### config.mk
export PLATFORM = sky130hd
export DESIGN_NAME = rsrt_host_flat
export DESIGN_NICKNAME = d
export VERILOG_FILES = /design/src/verilog/rsrt_pkg.sv /design/src/verilog/rsrt_link_if.sv /design/src/verilog/rsrt_host.sv /design/src/flat_wrapper.sv
export SDC_FILE = /design/constraint.sdc
export NUM_CORES = 1
export LEC_CHECK = 0
export BUFFER_PORTS_ARGS = -buffer_cell sky130_fd_sc_hd__buf_2
export CAP_MARGIN = 10
export CORE_ASPECT_RATIO = 0.5
export CORE_MARGIN = 2
export CORE_UTILIZATION = 40
export CTS_BUF_LIST = sky130_fd_sc_hd__clkbuf_8
export DETAILED_ROUTE_END_ITERATION = 10
export SYNTH_ARGS = -nofsm -noshare
export SYNTH_HDL_FRONTEND = slang
export SYNTH_SLANG_ARGS = --single-unit
### constraint.sdc
create_clock -name clk -period 2.1 [get_ports clk]
set_clock_uncertainty 0.1 [all_clocks]
set_input_delay 0.105 -clock clk [delete_from_list [all_inputs] [get_ports clk]]
set_output_delay 0.105 -clock clk [all_outputs]
set_load 0.01 [all_outputs]
### src/verilog/rsrt_pkg.sv
// shared constants and types for the rtc source and rc trim link
package rsrt_pkg;
  // system clock
  localparam int CLK_PERIOD_PS = 4000;
  localparam longint PS_PER_S = 64'd1000000000000;
  // reference clock for calibration and external clock
  localparam int REF_FREQ_HZ = 32768;
  localparam int REF_HALF_CYC = int'(PS_PER_S / (2 * REF_FREQ_HZ * CLK_PERIOD_PS));
  localparam logic [15:0] REF_HALF_M1 = 16'(REF_HALF_CYC - 1);
  // serial bit clock while shifting commands
  localparam int SCK_PERIOD_NS = 1000;
  localparam int SCK_HALF_CYC = (SCK_PERIOD_NS * 1000) / (2 * CLK_PERIOD_PS);
  localparam logic [15:0] SCK_HALF_M1 = 16'(SCK_HALF_CYC - 1);
  // untrimmed rc half period, nominal 32768 Hz
  localparam logic [15:0] RCO_DEFAULT_HALF = 16'(REF_HALF_CYC);
  // serial frame layout
  localparam logic [1:0] MODE_WRITE = 2'h0;
  localparam logic [1:0] MODE_DIRECT = 2'h3;
  localparam logic [5:0] TRIM_CODE = 6'h02;
  localparam logic [5:0] CFG_ADDR = 6'h01;
  localparam logic [4:0] CMD_BITS = 5'h08;
  localparam logic [4:0] WRITE_BITS = 5'h10;
  localparam logic [6:0] TRIM_EDGES = 7'h41;
  // device configuration byte fields
  localparam int CFG_CLKSEL_BIT = 0;
  localparam int CFG_PDOWN_BIT = 1;
  localparam int CFG_EXTCLK_BIT = 2;
  localparam logic [7:0] DEV_CFG_RESET = 8'h00;
  // host apb register offsets
  localparam logic [11:0] OFF_CTRL = 12'h000;
  localparam logic [11:0] OFF_CFG = 12'h004;
  localparam logic [11:0] OFF_CHAN = 12'h008;
  localparam logic [11:0] OFF_STAT = 12'h00c;
  // host channel register fields
  localparam int CHAN_SCAN_BIT = 3;
  localparam int CHAN_ONOFF_BIT = 4;
  localparam logic [2:0] CHAN_PAIR = 3'h5;
  localparam logic [2:0] CHAN_SINGLE = 3'h1;
  localparam logic [2:0] HOST_CFG_RESET = 3'h0;
  localparam logic [4:0] CHAN_RESET = 5'h07;
  // device receive states
  typedef enum logic [4:0] {
    DEV_IDLE = 5'b00001,
    DEV_CMD = 5'b00010,
    DEV_DATA = 5'b00100,
    DEV_TRIM = 5'b01000,
    DEV_WAIT = 5'b10000
  } rsrt_dev_state_e;
  // host transmit states
  typedef enum logic [4:0] {
    HST_IDLE = 5'b00001,
    HST_SETUP = 5'b00010,
    HST_SHIFT = 5'b00100,
    HST_REF = 5'b01000,
    HST_FINISH = 5'b10000
  } rsrt_host_state_e;
endpackage : rsrt_pkg
### src/verilog/rsrt_link_if.sv
// serial link and oscillator pin between host and device
`timescale 1ns/1ps
interface rsrt_link_if;
  logic csel;
  logic sclk;
  logic sdata;
  logic oscIn;
  modport host (output csel, output sclk, output sdata, output oscIn);
  modport dev (input csel, input sclk, input sdata, input oscIn);
endinterface : rsrt_link_if

### src/verilog/rsrt_host.sv
// host end: apb registers, serial frames, calibration reference, external clock
//
// Notes on behaviour
// device timebase from oscillator pin when bit set
// calibration starts only on trim command
// rc off in power down or crystal
// chip select high before trim command
// exactly 65 reference periods, select high
// chip select low after reference periods
// new trim applies at 65th edge
// trim volatile; recalibrate after rc off
// external clock needs clock source bit set
// oscillator pin held high in power down
// two channels in low power: 1, 3
// on/off single channel must be channel 1
// never both low power modes together
// reference near quarter of carrier frequency
// untrimmed rc until next calibration
//
// The APB slave port and the placing of the registers were decided locally.
`timescale 1ns/1ps
module rsrt_host #(
  // reference half period minus one, in clk cycles
  parameter logic [15:0] REF_HALF_M1 = rsrt_pkg::REF_HALF_M1
) (
  // clock and reset
  input wire logic clk,
  input wire logic rst_n,
  // apb slave
  input wire logic [11:0] paddr,
  input wire logic psel,
  input wire logic penable,
  input wire logic pwrite,
  input wire logic [31:0] pwdata,
  output logic [31:0] prdata,
  output logic pready,
  output logic pslverr,
  // link to device
  rsrt_link_if.host link
);
  rsrt_pkg::rsrt_host_state_e state;
  logic [2:0] cfgReg;
  logic [4:0] chanReg;
  logic trimPend, cfgPend, trimMode;
  logic [7:0] trimCount;
  logic [15:0] shreg;
  logic [4:0] bitsLeft;
  logic [6:0] edges;
  logic [15:0] sckCnt, refCnt;
  logic refClk;
  logic csel, sclk, sdata, oscIn;
  logic sckTick, refTick;
  logic setupPh, wrEn, busy;
  logic chanBad, unmapped;
  logic [1:0] enCount;
  logic [7:0] cfgByte;
  logic takeTrim, takeCfg;

  assign link.csel = csel;
  assign link.sclk = sclk;
  assign link.sdata = sdata;
  assign link.oscIn = oscIn;

  // apb phase decode
  assign setupPh = psel & ~penable;
  assign wrEn = psel & penable & pready & pwrite & ~pslverr;
  assign busy = (state != rsrt_pkg::HST_IDLE);
  assign unmapped = !(paddr == rsrt_pkg::OFF_CTRL || paddr == rsrt_pkg::OFF_CFG ||
                      paddr == rsrt_pkg::OFF_CHAN || paddr == rsrt_pkg::OFF_STAT);
  assign enCount = 2'(pwdata[0]) + 2'(pwdata[1]) + 2'(pwdata[2]);

  // illegal channel setups are refused
  always_comb begin
    chanBad = 1'b0;
    if (pwdata[rsrt_pkg::CHAN_SCAN_BIT] && pwdata[rsrt_pkg::CHAN_ONOFF_BIT]) begin
      chanBad = 1'b1;
    end
    if ((pwdata[rsrt_pkg::CHAN_SCAN_BIT] || pwdata[rsrt_pkg::CHAN_ONOFF_BIT]) && enCount == 2'h2 &&
        pwdata[2:0] != rsrt_pkg::CHAN_PAIR) begin
      chanBad = 1'b1;
    end
    if (pwdata[rsrt_pkg::CHAN_ONOFF_BIT] && enCount == 2'h1 && pwdata[2:0] != rsrt_pkg::CHAN_SINGLE) begin
      chanBad = 1'b1;
    end
  end

  // one wait-free access phase; answer prepared in the setup cycle
  always_ff @(posedge clk or negedge rst_n) begin
    if (!rst_n) begin
      pready <= 1'b0;
      pslverr <= 1'b0;
      prdata <= 32'h00000000;
    end else begin
      pready <= setupPh;
      pslverr <= setupPh & (unmapped | (pwrite & paddr == rsrt_pkg::OFF_CHAN & chanBad));
      prdata <= 32'h00000000;
      if (setupPh && !pwrite) begin
        unique case (paddr)
          rsrt_pkg::OFF_CFG: prdata <= {29'h0, cfgReg};
          rsrt_pkg::OFF_CHAN: prdata <= {27'h0, chanReg};
          rsrt_pkg::OFF_STAT: prdata <= {22'h0, trimCount, trimPend | cfgPend, busy};
          default: prdata <= 32'h00000000;
        endcase
      end
    end
  end

  // configuration registers
  always_ff @(posedge clk or negedge rst_n) begin
    if (!rst_n) begin
      cfgReg <= rsrt_pkg::HOST_CFG_RESET;
      chanReg <= rsrt_pkg::CHAN_RESET;
    end else if (wrEn) begin
      if (paddr == rsrt_pkg::OFF_CFG) begin
        cfgReg <= pwdata[2:0];
      end
      if (paddr == rsrt_pkg::OFF_CHAN) begin
        chanReg <= pwdata[4:0];
      end
    end
  end

  // pending requests; a new request wins over being taken
  // taking only on a bit tick keeps select low a full bit half between frames
  assign takeTrim = (state == rsrt_pkg::HST_IDLE) && sckTick && trimPend;
  assign takeCfg = (state == rsrt_pkg::HST_IDLE) && sckTick && !trimPend && cfgPend;
  always_ff @(posedge clk or negedge rst_n) begin
    if (!rst_n) begin
      trimPend <= 1'b0;
      cfgPend <= 1'b0;
    end else begin
      if (wrEn && paddr == rsrt_pkg::OFF_CTRL && pwdata[0]) begin
        trimPend <= 1'b1;
      end else if (takeTrim) begin
        trimPend <= 1'b0;
      end
      if (wrEn && paddr == rsrt_pkg::OFF_CFG) begin
        cfgPend <= 1'b1;
      end else if (takeCfg) begin
        cfgPend <= 1'b0;
      end
    end
  end

  // external clock needs the oscillator path selected
  assign cfgByte = {5'h00, cfgReg[rsrt_pkg::CFG_EXTCLK_BIT], cfgReg[rsrt_pkg::CFG_PDOWN_BIT],
                    cfgReg[rsrt_pkg::CFG_CLKSEL_BIT] | cfgReg[rsrt_pkg::CFG_EXTCLK_BIT]};

  // free running bit clock and reference dividers
  always_ff @(posedge clk or negedge rst_n) begin
    if (!rst_n) begin
      sckCnt <= 16'h0000;
      refCnt <= 16'h0000;
      refClk <= 1'b0;
    end else begin
      sckCnt <= (sckCnt == 16'h0000) ? rsrt_pkg::SCK_HALF_M1 : sckCnt - 16'h0001;
      if (refCnt == 16'h0000) begin
        refCnt <= REF_HALF_M1;
        refClk <= ~refClk;
      end else begin
        refCnt <= refCnt - 16'h0001;
      end
    end
  end
  assign sckTick = (sckCnt == 16'h0000);
  assign refTick = (refCnt == 16'h0000);

  // oscillator pin: reference when external clock used outside power down, else parked high
  always_ff @(posedge clk or negedge rst_n) begin
    if (!rst_n) begin
      oscIn <= 1'b1;
    end else if (cfgReg[rsrt_pkg::CFG_EXTCLK_BIT] && !cfgReg[rsrt_pkg::CFG_PDOWN_BIT]) begin
      oscIn <= ~refClk;
    end else begin
      oscIn <= 1'b1;
    end
  end

  // link sequencer; data changes on falling sclk, device samples rising
  always_ff @(posedge clk or negedge rst_n) begin
    if (!rst_n) begin
      state <= rsrt_pkg::HST_IDLE;
      csel <= 1'b0;
      sclk <= 1'b0;
      sdata <= 1'b0;
      shreg <= 16'h0000;
      bitsLeft <= 5'h00;
      edges <= 7'h00;
      trimMode <= 1'b0;
      trimCount <= 8'h00;
    end else begin
      unique case (state)
        rsrt_pkg::HST_IDLE: begin
          sclk <= 1'b0;
          if (takeTrim) begin
            shreg <= {rsrt_pkg::MODE_DIRECT, rsrt_pkg::TRIM_CODE, 8'h00};
            bitsLeft <= rsrt_pkg::CMD_BITS;
            trimMode <= 1'b1;
            csel <= 1'b1;
            state <= rsrt_pkg::HST_SETUP;
          end else if (takeCfg) begin
            shreg <= {rsrt_pkg::MODE_WRITE, rsrt_pkg::CFG_ADDR, cfgByte};
            bitsLeft <= rsrt_pkg::WRITE_BITS;
            trimMode <= 1'b0;
            csel <= 1'b1;
            state <= rsrt_pkg::HST_SETUP;
          end
        end
        rsrt_pkg::HST_SETUP: begin
          sdata <= shreg[15];
          if (sckTick) begin
            state <= rsrt_pkg::HST_SHIFT;
          end
        end
        rsrt_pkg::HST_SHIFT: begin
          if (sckTick && !sclk) begin
            sclk <= 1'b1;
          end else if (sckTick) begin
            sclk <= 1'b0;
            shreg <= {shreg[14:0], 1'b0};
            sdata <= shreg[14];
            bitsLeft <= bitsLeft - 5'h01;
            if (bitsLeft == 5'h01) begin
              edges <= 7'h00;
              state <= trimMode ? rsrt_pkg::HST_REF : rsrt_pkg::HST_FINISH;
            end
          end
        end
        rsrt_pkg::HST_REF: begin
          if (refTick && !sclk) begin
            sclk <= 1'b1;
            edges <= edges + 7'h01;
          end else if (refTick) begin
            sclk <= 1'b0;
            if (edges == rsrt_pkg::TRIM_EDGES) begin
              state <= rsrt_pkg::HST_FINISH;
            end
          end
        end
        rsrt_pkg::HST_FINISH: begin
          if (sckTick) begin
            csel <= 1'b0;
            sdata <= 1'b0;
            if (trimMode) begin
              trimCount <= trimCount + 8'h01;
            end
            state <= rsrt_pkg::HST_IDLE;
          end
        end
      endcase
    end
  end
endmodule : rsrt_host

### src/flat_wrapper.sv
// flat-port wrapper written by rule: the top's interface ports become plain ports
module rsrt_host_flat 
#(
                                                   
  parameter logic [15:0] REF_HALF_M1 = rsrt_pkg::REF_HALF_M1
)
  (clk, rst_n, paddr, psel, penable, pwrite, pwdata, prdata, pready, pslverr, link_csel, link_sclk, link_sdata, link_oscIn);
  rsrt_link_if link_i ();
  input wire logic clk;
  input wire logic rst_n;
  input wire logic [11:0] paddr;
  input wire logic psel;
  input wire logic penable;
  input wire logic pwrite;
  input wire logic [31:0] pwdata;
  output logic [31:0] prdata;
  output logic pready;
  output logic pslverr;
  output wire logic [$bits(link_i.csel)-1:0] link_csel;
  output wire logic [$bits(link_i.sclk)-1:0] link_sclk;
  output wire logic [$bits(link_i.sdata)-1:0] link_sdata;
  output wire logic [$bits(link_i.oscIn)-1:0] link_oscIn;
  assign link_csel = link_i.csel;
  assign link_sclk = link_i.sclk;
  assign link_sdata = link_i.sdata;
  assign link_oscIn = link_i.oscIn;
  rsrt_host #(.REF_HALF_M1(REF_HALF_M1)) u_core (.clk(clk), .rst_n(rst_n), .paddr(paddr), .psel(psel), .penable(penable), .pwrite(pwrite), .pwdata(pwdata), .prdata(prdata), .pready(pready), .pslverr(pslverr), .link(link_i));
endmodule
**Yosys cells after proc, flatten, opt, wreduce, memory -nomap -nowiden**

Cells that the tools add are included.

- Word-level logic and storage cells: 165
- Register bits: 101

- Muxes and demuxes: 51
- Reduce and logical (&&, ||, !) cells: 46
- Bitwise logic cells: 14
- Equality and inequality tests: 27
- Add/sub/neg operators: 7

Operators with widths:

| cell | number |
|---|---|
| 16-bit two-way mux | 6 |
| 5-bit two-way mux | 15 |
| 16-bit zero test | 2 |
| 16-bit one-hot mux with 2 select lines | 1 |
| 16-bit by 1-bit subtractor with 16-bit output, second input constant | 2 |
| 10-bit one-hot mux with 3 select lines | 1 |
| 7-bit two-way mux | 4 |
| 5-bit one-hot mux with 5 select lines | 1 |
| 12-bit by 4-bit == test with 1-bit output, second input constant | 2 |
| 1-bit two-way mux | 17 |
| 1-bit logical AND | 16 |
| 2-bit by 1-bit inequality test with 1-bit output, second input constant | 7 |
| 7-bit one-hot mux with 2 select lines | 1 |
| 12-bit by 3-bit == test with 1-bit output, second input constant | 1 |
| 12-bit zero test | 1 |
| 3-bit by 1-bit inequality test with 1-bit output, second input constant | 4 |
| 2-bit nonzero test | 6 |
| 5-bit by 1-bit == test with 1-bit output, second input constant | 2 |
| 10-bit two-way mux | 1 |
| 5-bit one-hot mux with 2 select lines | 1 |
| 3-bit AND reduction | 3 |
| 9-bit AND reduction | 1 |
| 8-bit by 1-bit adder with 8-bit output, second input constant | 1 |
| 1-bit bitwise AND | 8 |
| 24 further kinds | 41 |

**Longest topological paths before layout**

- Word-level depth: 10
- Gate-level depth with buffers: 10
- Depth with buffers taken out: 7

**Least setup slack after synthesis**

No wires, ideal clock.

- Path type: reg2reg
- From: register u_core.sckCnt[0]
- To: register u_core.trimCount[1]
- Path buffers: 2
- Library setup time: 0.125 ns
- Required time: 1.875 ns
- Slack: -0.038 ns
- Arrival: 1.913 ns
- Cell stages (with the launch flop): 9
- Cells stage by stage: dfrtp_1 inv_1 ha_1 nor4b_1 and4_1 buf_2 and3_1 buf_4 mux2_2

- Longest elaborated chain between the ends: 2

RTL lines:

| what | line | text |
|---|---|---|
| start: declaration | rsrt_host.sv:49 | `logic [15:0] sckCnt, refCnt;` |
| start signal: assignment | rsrt_host.sv:156 | `sckCnt <= (sckCnt == 16'h0000) ? rsrt_pkg::SCK_HALF_M1 : sckCnt - 16'h0001;` |
| 16-bit zero test | rsrt_host.sv:165 | `assign sckTick = (sckCnt == 16'h0000);` |
| 3-bit AND reduction (no line) | - |  |
| end signal: assignment | rsrt_host.sv:245 | `trimCount <= trimCount + 8'h01;` |
| end: declaration | rsrt_host.sv:45 | `logic [7:0] trimCount;` |

Every way passes these cells.
A chain may end at the register's enable or synchronous reset.

**Worst setup path after layout**

- From: register u_core.refCnt[0]
- To: register u_core.refCnt[11]

- Longest elaborated chain between the ends: 2
- Elaborated cells on any way between the ends: 3
- Classes of those cells: add/sub: 1; mux: 1; reduce/logical: 1

RTL lines:

| what | line | text |
|---|---|---|
| start: declaration | rsrt_host.sv:49 |  |
| start signal: assignment | rsrt_host.sv:161 | `refCnt <= refCnt - 16'h0001;` |
| 16-bit by 1-bit subtractor with 16-bit output or 16-bit zero test (tied branches) | rsrt_host.sv:161, rsrt_host.sv:157 |  |
| 16-bit two-way mux * | rsrt_host.sv:157 | `if (refCnt == 16'h0000) begin` |

Mark *: on every way between the ends. The rest lies on a longest branch, timed or not.

==> results.cfg <==
[outcome]
status = complete, no violations

[timing]
slew_violations = 0
whs_ps = 59.5
fin_crit_sh_pct = 97.9
fin_setup_tns_ps = 0
fmax_mhz = 486
period_minus_slack_ps = 2060
finalHoldViolations = 0
rsz0062_at_grt = true
tightest_slew_ps = 527
relSlewSlack_pct = 64.8
setup_viol = 0
layout_setup_ws_ps = 43.9

[critical_path]
worstPathArrival_ps = 2220
path_max_fanout = 7
worstSetupEndpointType = flip-flop
slowest_delay_ps = 480
critPathKind = flip-flop to flip-flop
cp.required_ps = 2260
slowest_stage = or4_4
critPathLaunchType = flip-flop
crit_chain = buf_4, or4_4, or3_4, nor4_4, xnor2_1, nand2_1

[routing]
routed_via_density = 4.99
vias = 3901
wire_per_inst_um = 13.5
ant_nets = 0
drtIter0Drc = 164
first_pass_iters = 7
drc = 0
wirelength_um = 10500

[floorplan]
io_pins = 87
start_util_pct = 40.8
rows = 29
die_x_um = 164
fp.dieH_um = 84.1
die_area_um2 = 13800
core_um2 = 12600

[synthesis]
yosysTopAreaCellShare_pct = 46.8
ys_seq_elements = 101
netlist_area_um2 = 5130
synth_seq_area_share_pct = 49.3
synthFlopType = dfrtp_1
async_reset_ff_share_pct = 100
avgSynthCellArea_um2 = 9.97
synth-edff-count = 0
synthMostInstantiatedCell = dfrtp_1
synth_cell_types = 62
yosys_warnings = 0
synthTopCellsByCount = dfrtp_1, nand2_1, nor2_1, o21ai_0, xnor2_1
synthCells = 515
synth_top_cells_by_area = dfrtp_1, xnor2_1, nand2_1
synth_top_cell_by_area = dfrtp_1

[clock_network]
h-tree-depth = 3
cts_max_path_buffers = 2
cts_tree = yes
worstSkewPairLatency_ps = 380
cts_sinks = 101
clock_tree.root_cell = clkbuf_8
clkTransAtPathRegs_ps = 120
numCtsBuffers = 9

[power_and_ir_drop]
power_leakage_nw = 2.80
vdd_drop_max_v = 0.000336
power_mw = 3.28
p_per_area_nw_per_um2 = 525

[place]
routabilityCongestion = 0.823
place_ws_ps = -44.5
numPortBuffers = 37
dp.final_hpwl_um = 7180

[global_route]
grt_max_degree = 68
grtUsageTotal_pct = 16.1
antenna_found_initial = 0
grt_pass1_vias = 3733
grt_pass1_wl_um = 17900
gr-total-overflow = 0

[finish]
fillers = 1158
area_growth_pct = 21.8
drive_gt1_share_pct = 25.9
diodes = 0
fin_nets = 665

[job]
max-cap-violations = 0

[min_path]
hp-class = input pin to flip-flop
==> through the flow <==
stage | cell area (µm²) | util, % | instances
global route | 6250 | 49.7 | 781
finish | 6250 | 49.7 | 781
detailed placement | 5730 | 45.5 | 743
floorplan | 5220 | - | 536
global placement | 5730 | 45.5 | 743
CTS | 6060 | 48.1 | 772
==> final timing paths <==
kind,cells after the start,end,slack (ps),from
min,3,u_core.prdata[4],60,paddr[2]
min reg2reg,1,u_core.link.oscIn,370,u_core.refClk
max,6,u_core.refCnt[11],40,u_core.refCnt[0]
max in group asynchronous,3,u_core.sckCnt[3],830,rst_n
min in group asynchronous,3,u_core.chanReg[4],200,rst_n
max reg2reg,6,u_core.refCnt[11],40,u_core.refCnt[0]
==> cells by family after synthesis <==
| group | Yosys count | share of synthesized area [%] |
|---|---|---|
| adder cells (fa/ha/maj) | 10 | 2.58 |
| XOR/XNOR | 37 | 6.31 |
| AND/OR/NAND/NOR | 215 | 23.0 |
| multiplexers | 15 | 3.22 |
| flip-flops | 101 | 49.3 |
| AO/OA/AOI/OAI | 77 | 9.02 |
| buffers and inverters | 59 | 6.51 |
| other | 1 | 0.0730 |
==> routing by layer <==
layer,share of wire [%],global-route usage [%]
met5,0,0
met1,50,22.7
met2,46,25.4
met3,3.2,3.78
met4,1.0,3.83
==> what timing repair did <==
action                     CTS  global route
hold buffers                13             0
pin swaps                    0             6
gates resized for setup      6            25
gates cloned                 0             1
setup buffers                0             8
hold endpoints to repair   109             0
setup endpoints to repair   22            50
==> sequential cells by signal, summed over array words and instances (netlist names) <==
register	cells
u_core.link.sclk	1
u_core.trimMode	1
u_core.link.csel	1
u_core.refCnt	16
u_core.cfgReg	3
u_core.link.sdata	1
u_core.prdata	10
u_core.trimCount	8
u_core.state	5
u_core.cfgPend	1
u_core.refClk	1
u_core.bitsLeft	5
u_core.link.oscIn	1
u_core.sckCnt	16
u_core.trimPend	1
u_core.shreg	16
u_core.pslverr	1
u_core.pready	1
u_core.chanReg	5
u_core.edges	7
==> placed cells by master, fill, tap and decap left out, types with 4 or more instances in the layout <==
cell type,Yosys,layout
clkbuf_8,0,9
a21oi_1,11,11
inv_1,15,14
o21ai_0,33,30
nand4_1,7,7
nor4_4,3,4
buf_4,24,47
dfrtp_1,96,95
and3_1,5,5
or3_1,6,5
dlygate4sd3_1,0,13
nand3_1,15,15
nor4_1,8,6
o21ai_1,6,8
xnor2_1,28,28
o21a_1,5,5
buf_2,11,36
nand3b_1,4,4
and2_1,5,5
xor2_1,9,9
buf_12,0,4
or4_1,4,4
conb_1,1,22
nor2_2,1,4
ha_1,9,8
nand2_1,60,60
nor2_1,49,46
mux2_2,12,12
nor3_1,15,14
dfstp_2,5,5
==> critical path, delay by kind of cell (launching register included) <==
| family | cells | cell delay, ps |
|---|---|---|
| XOR/XNOR | 1 | 140 |
| buffers and inverters | 1 | 140 |
| flip-flops | 1 | 420 |
| AND/OR/NAND/NOR | 4 | 1130 |
==> layout make-up <==
cell class / count / area, µm² / area share (%)
repair buffers: 103 / 791 / 12.6
inverters: 15 / 56.3 / 0.901
multi-input cells: 376 / 2470 / 39.6
clock buffers: 9 / 124 / 1.98
clock inverters: 7 / 58.8 / 0.941
flip-flops and latches: 101 / 2530 / 40.5
well taps: 170 / 213 / 3.40
==> power breakdown <==
part	internal, mW	switching, mW	leakage, nW	total, mW
sequential	1.95	0.00123	1.32	1.95
clock	0.455	0.746	0.0968	1.20
combinational	0.0470	0.0881	1.39	0.135
total	2.45	0.836	2.80	3.28
No activity file was read; power rests on OpenSTA's default activity.
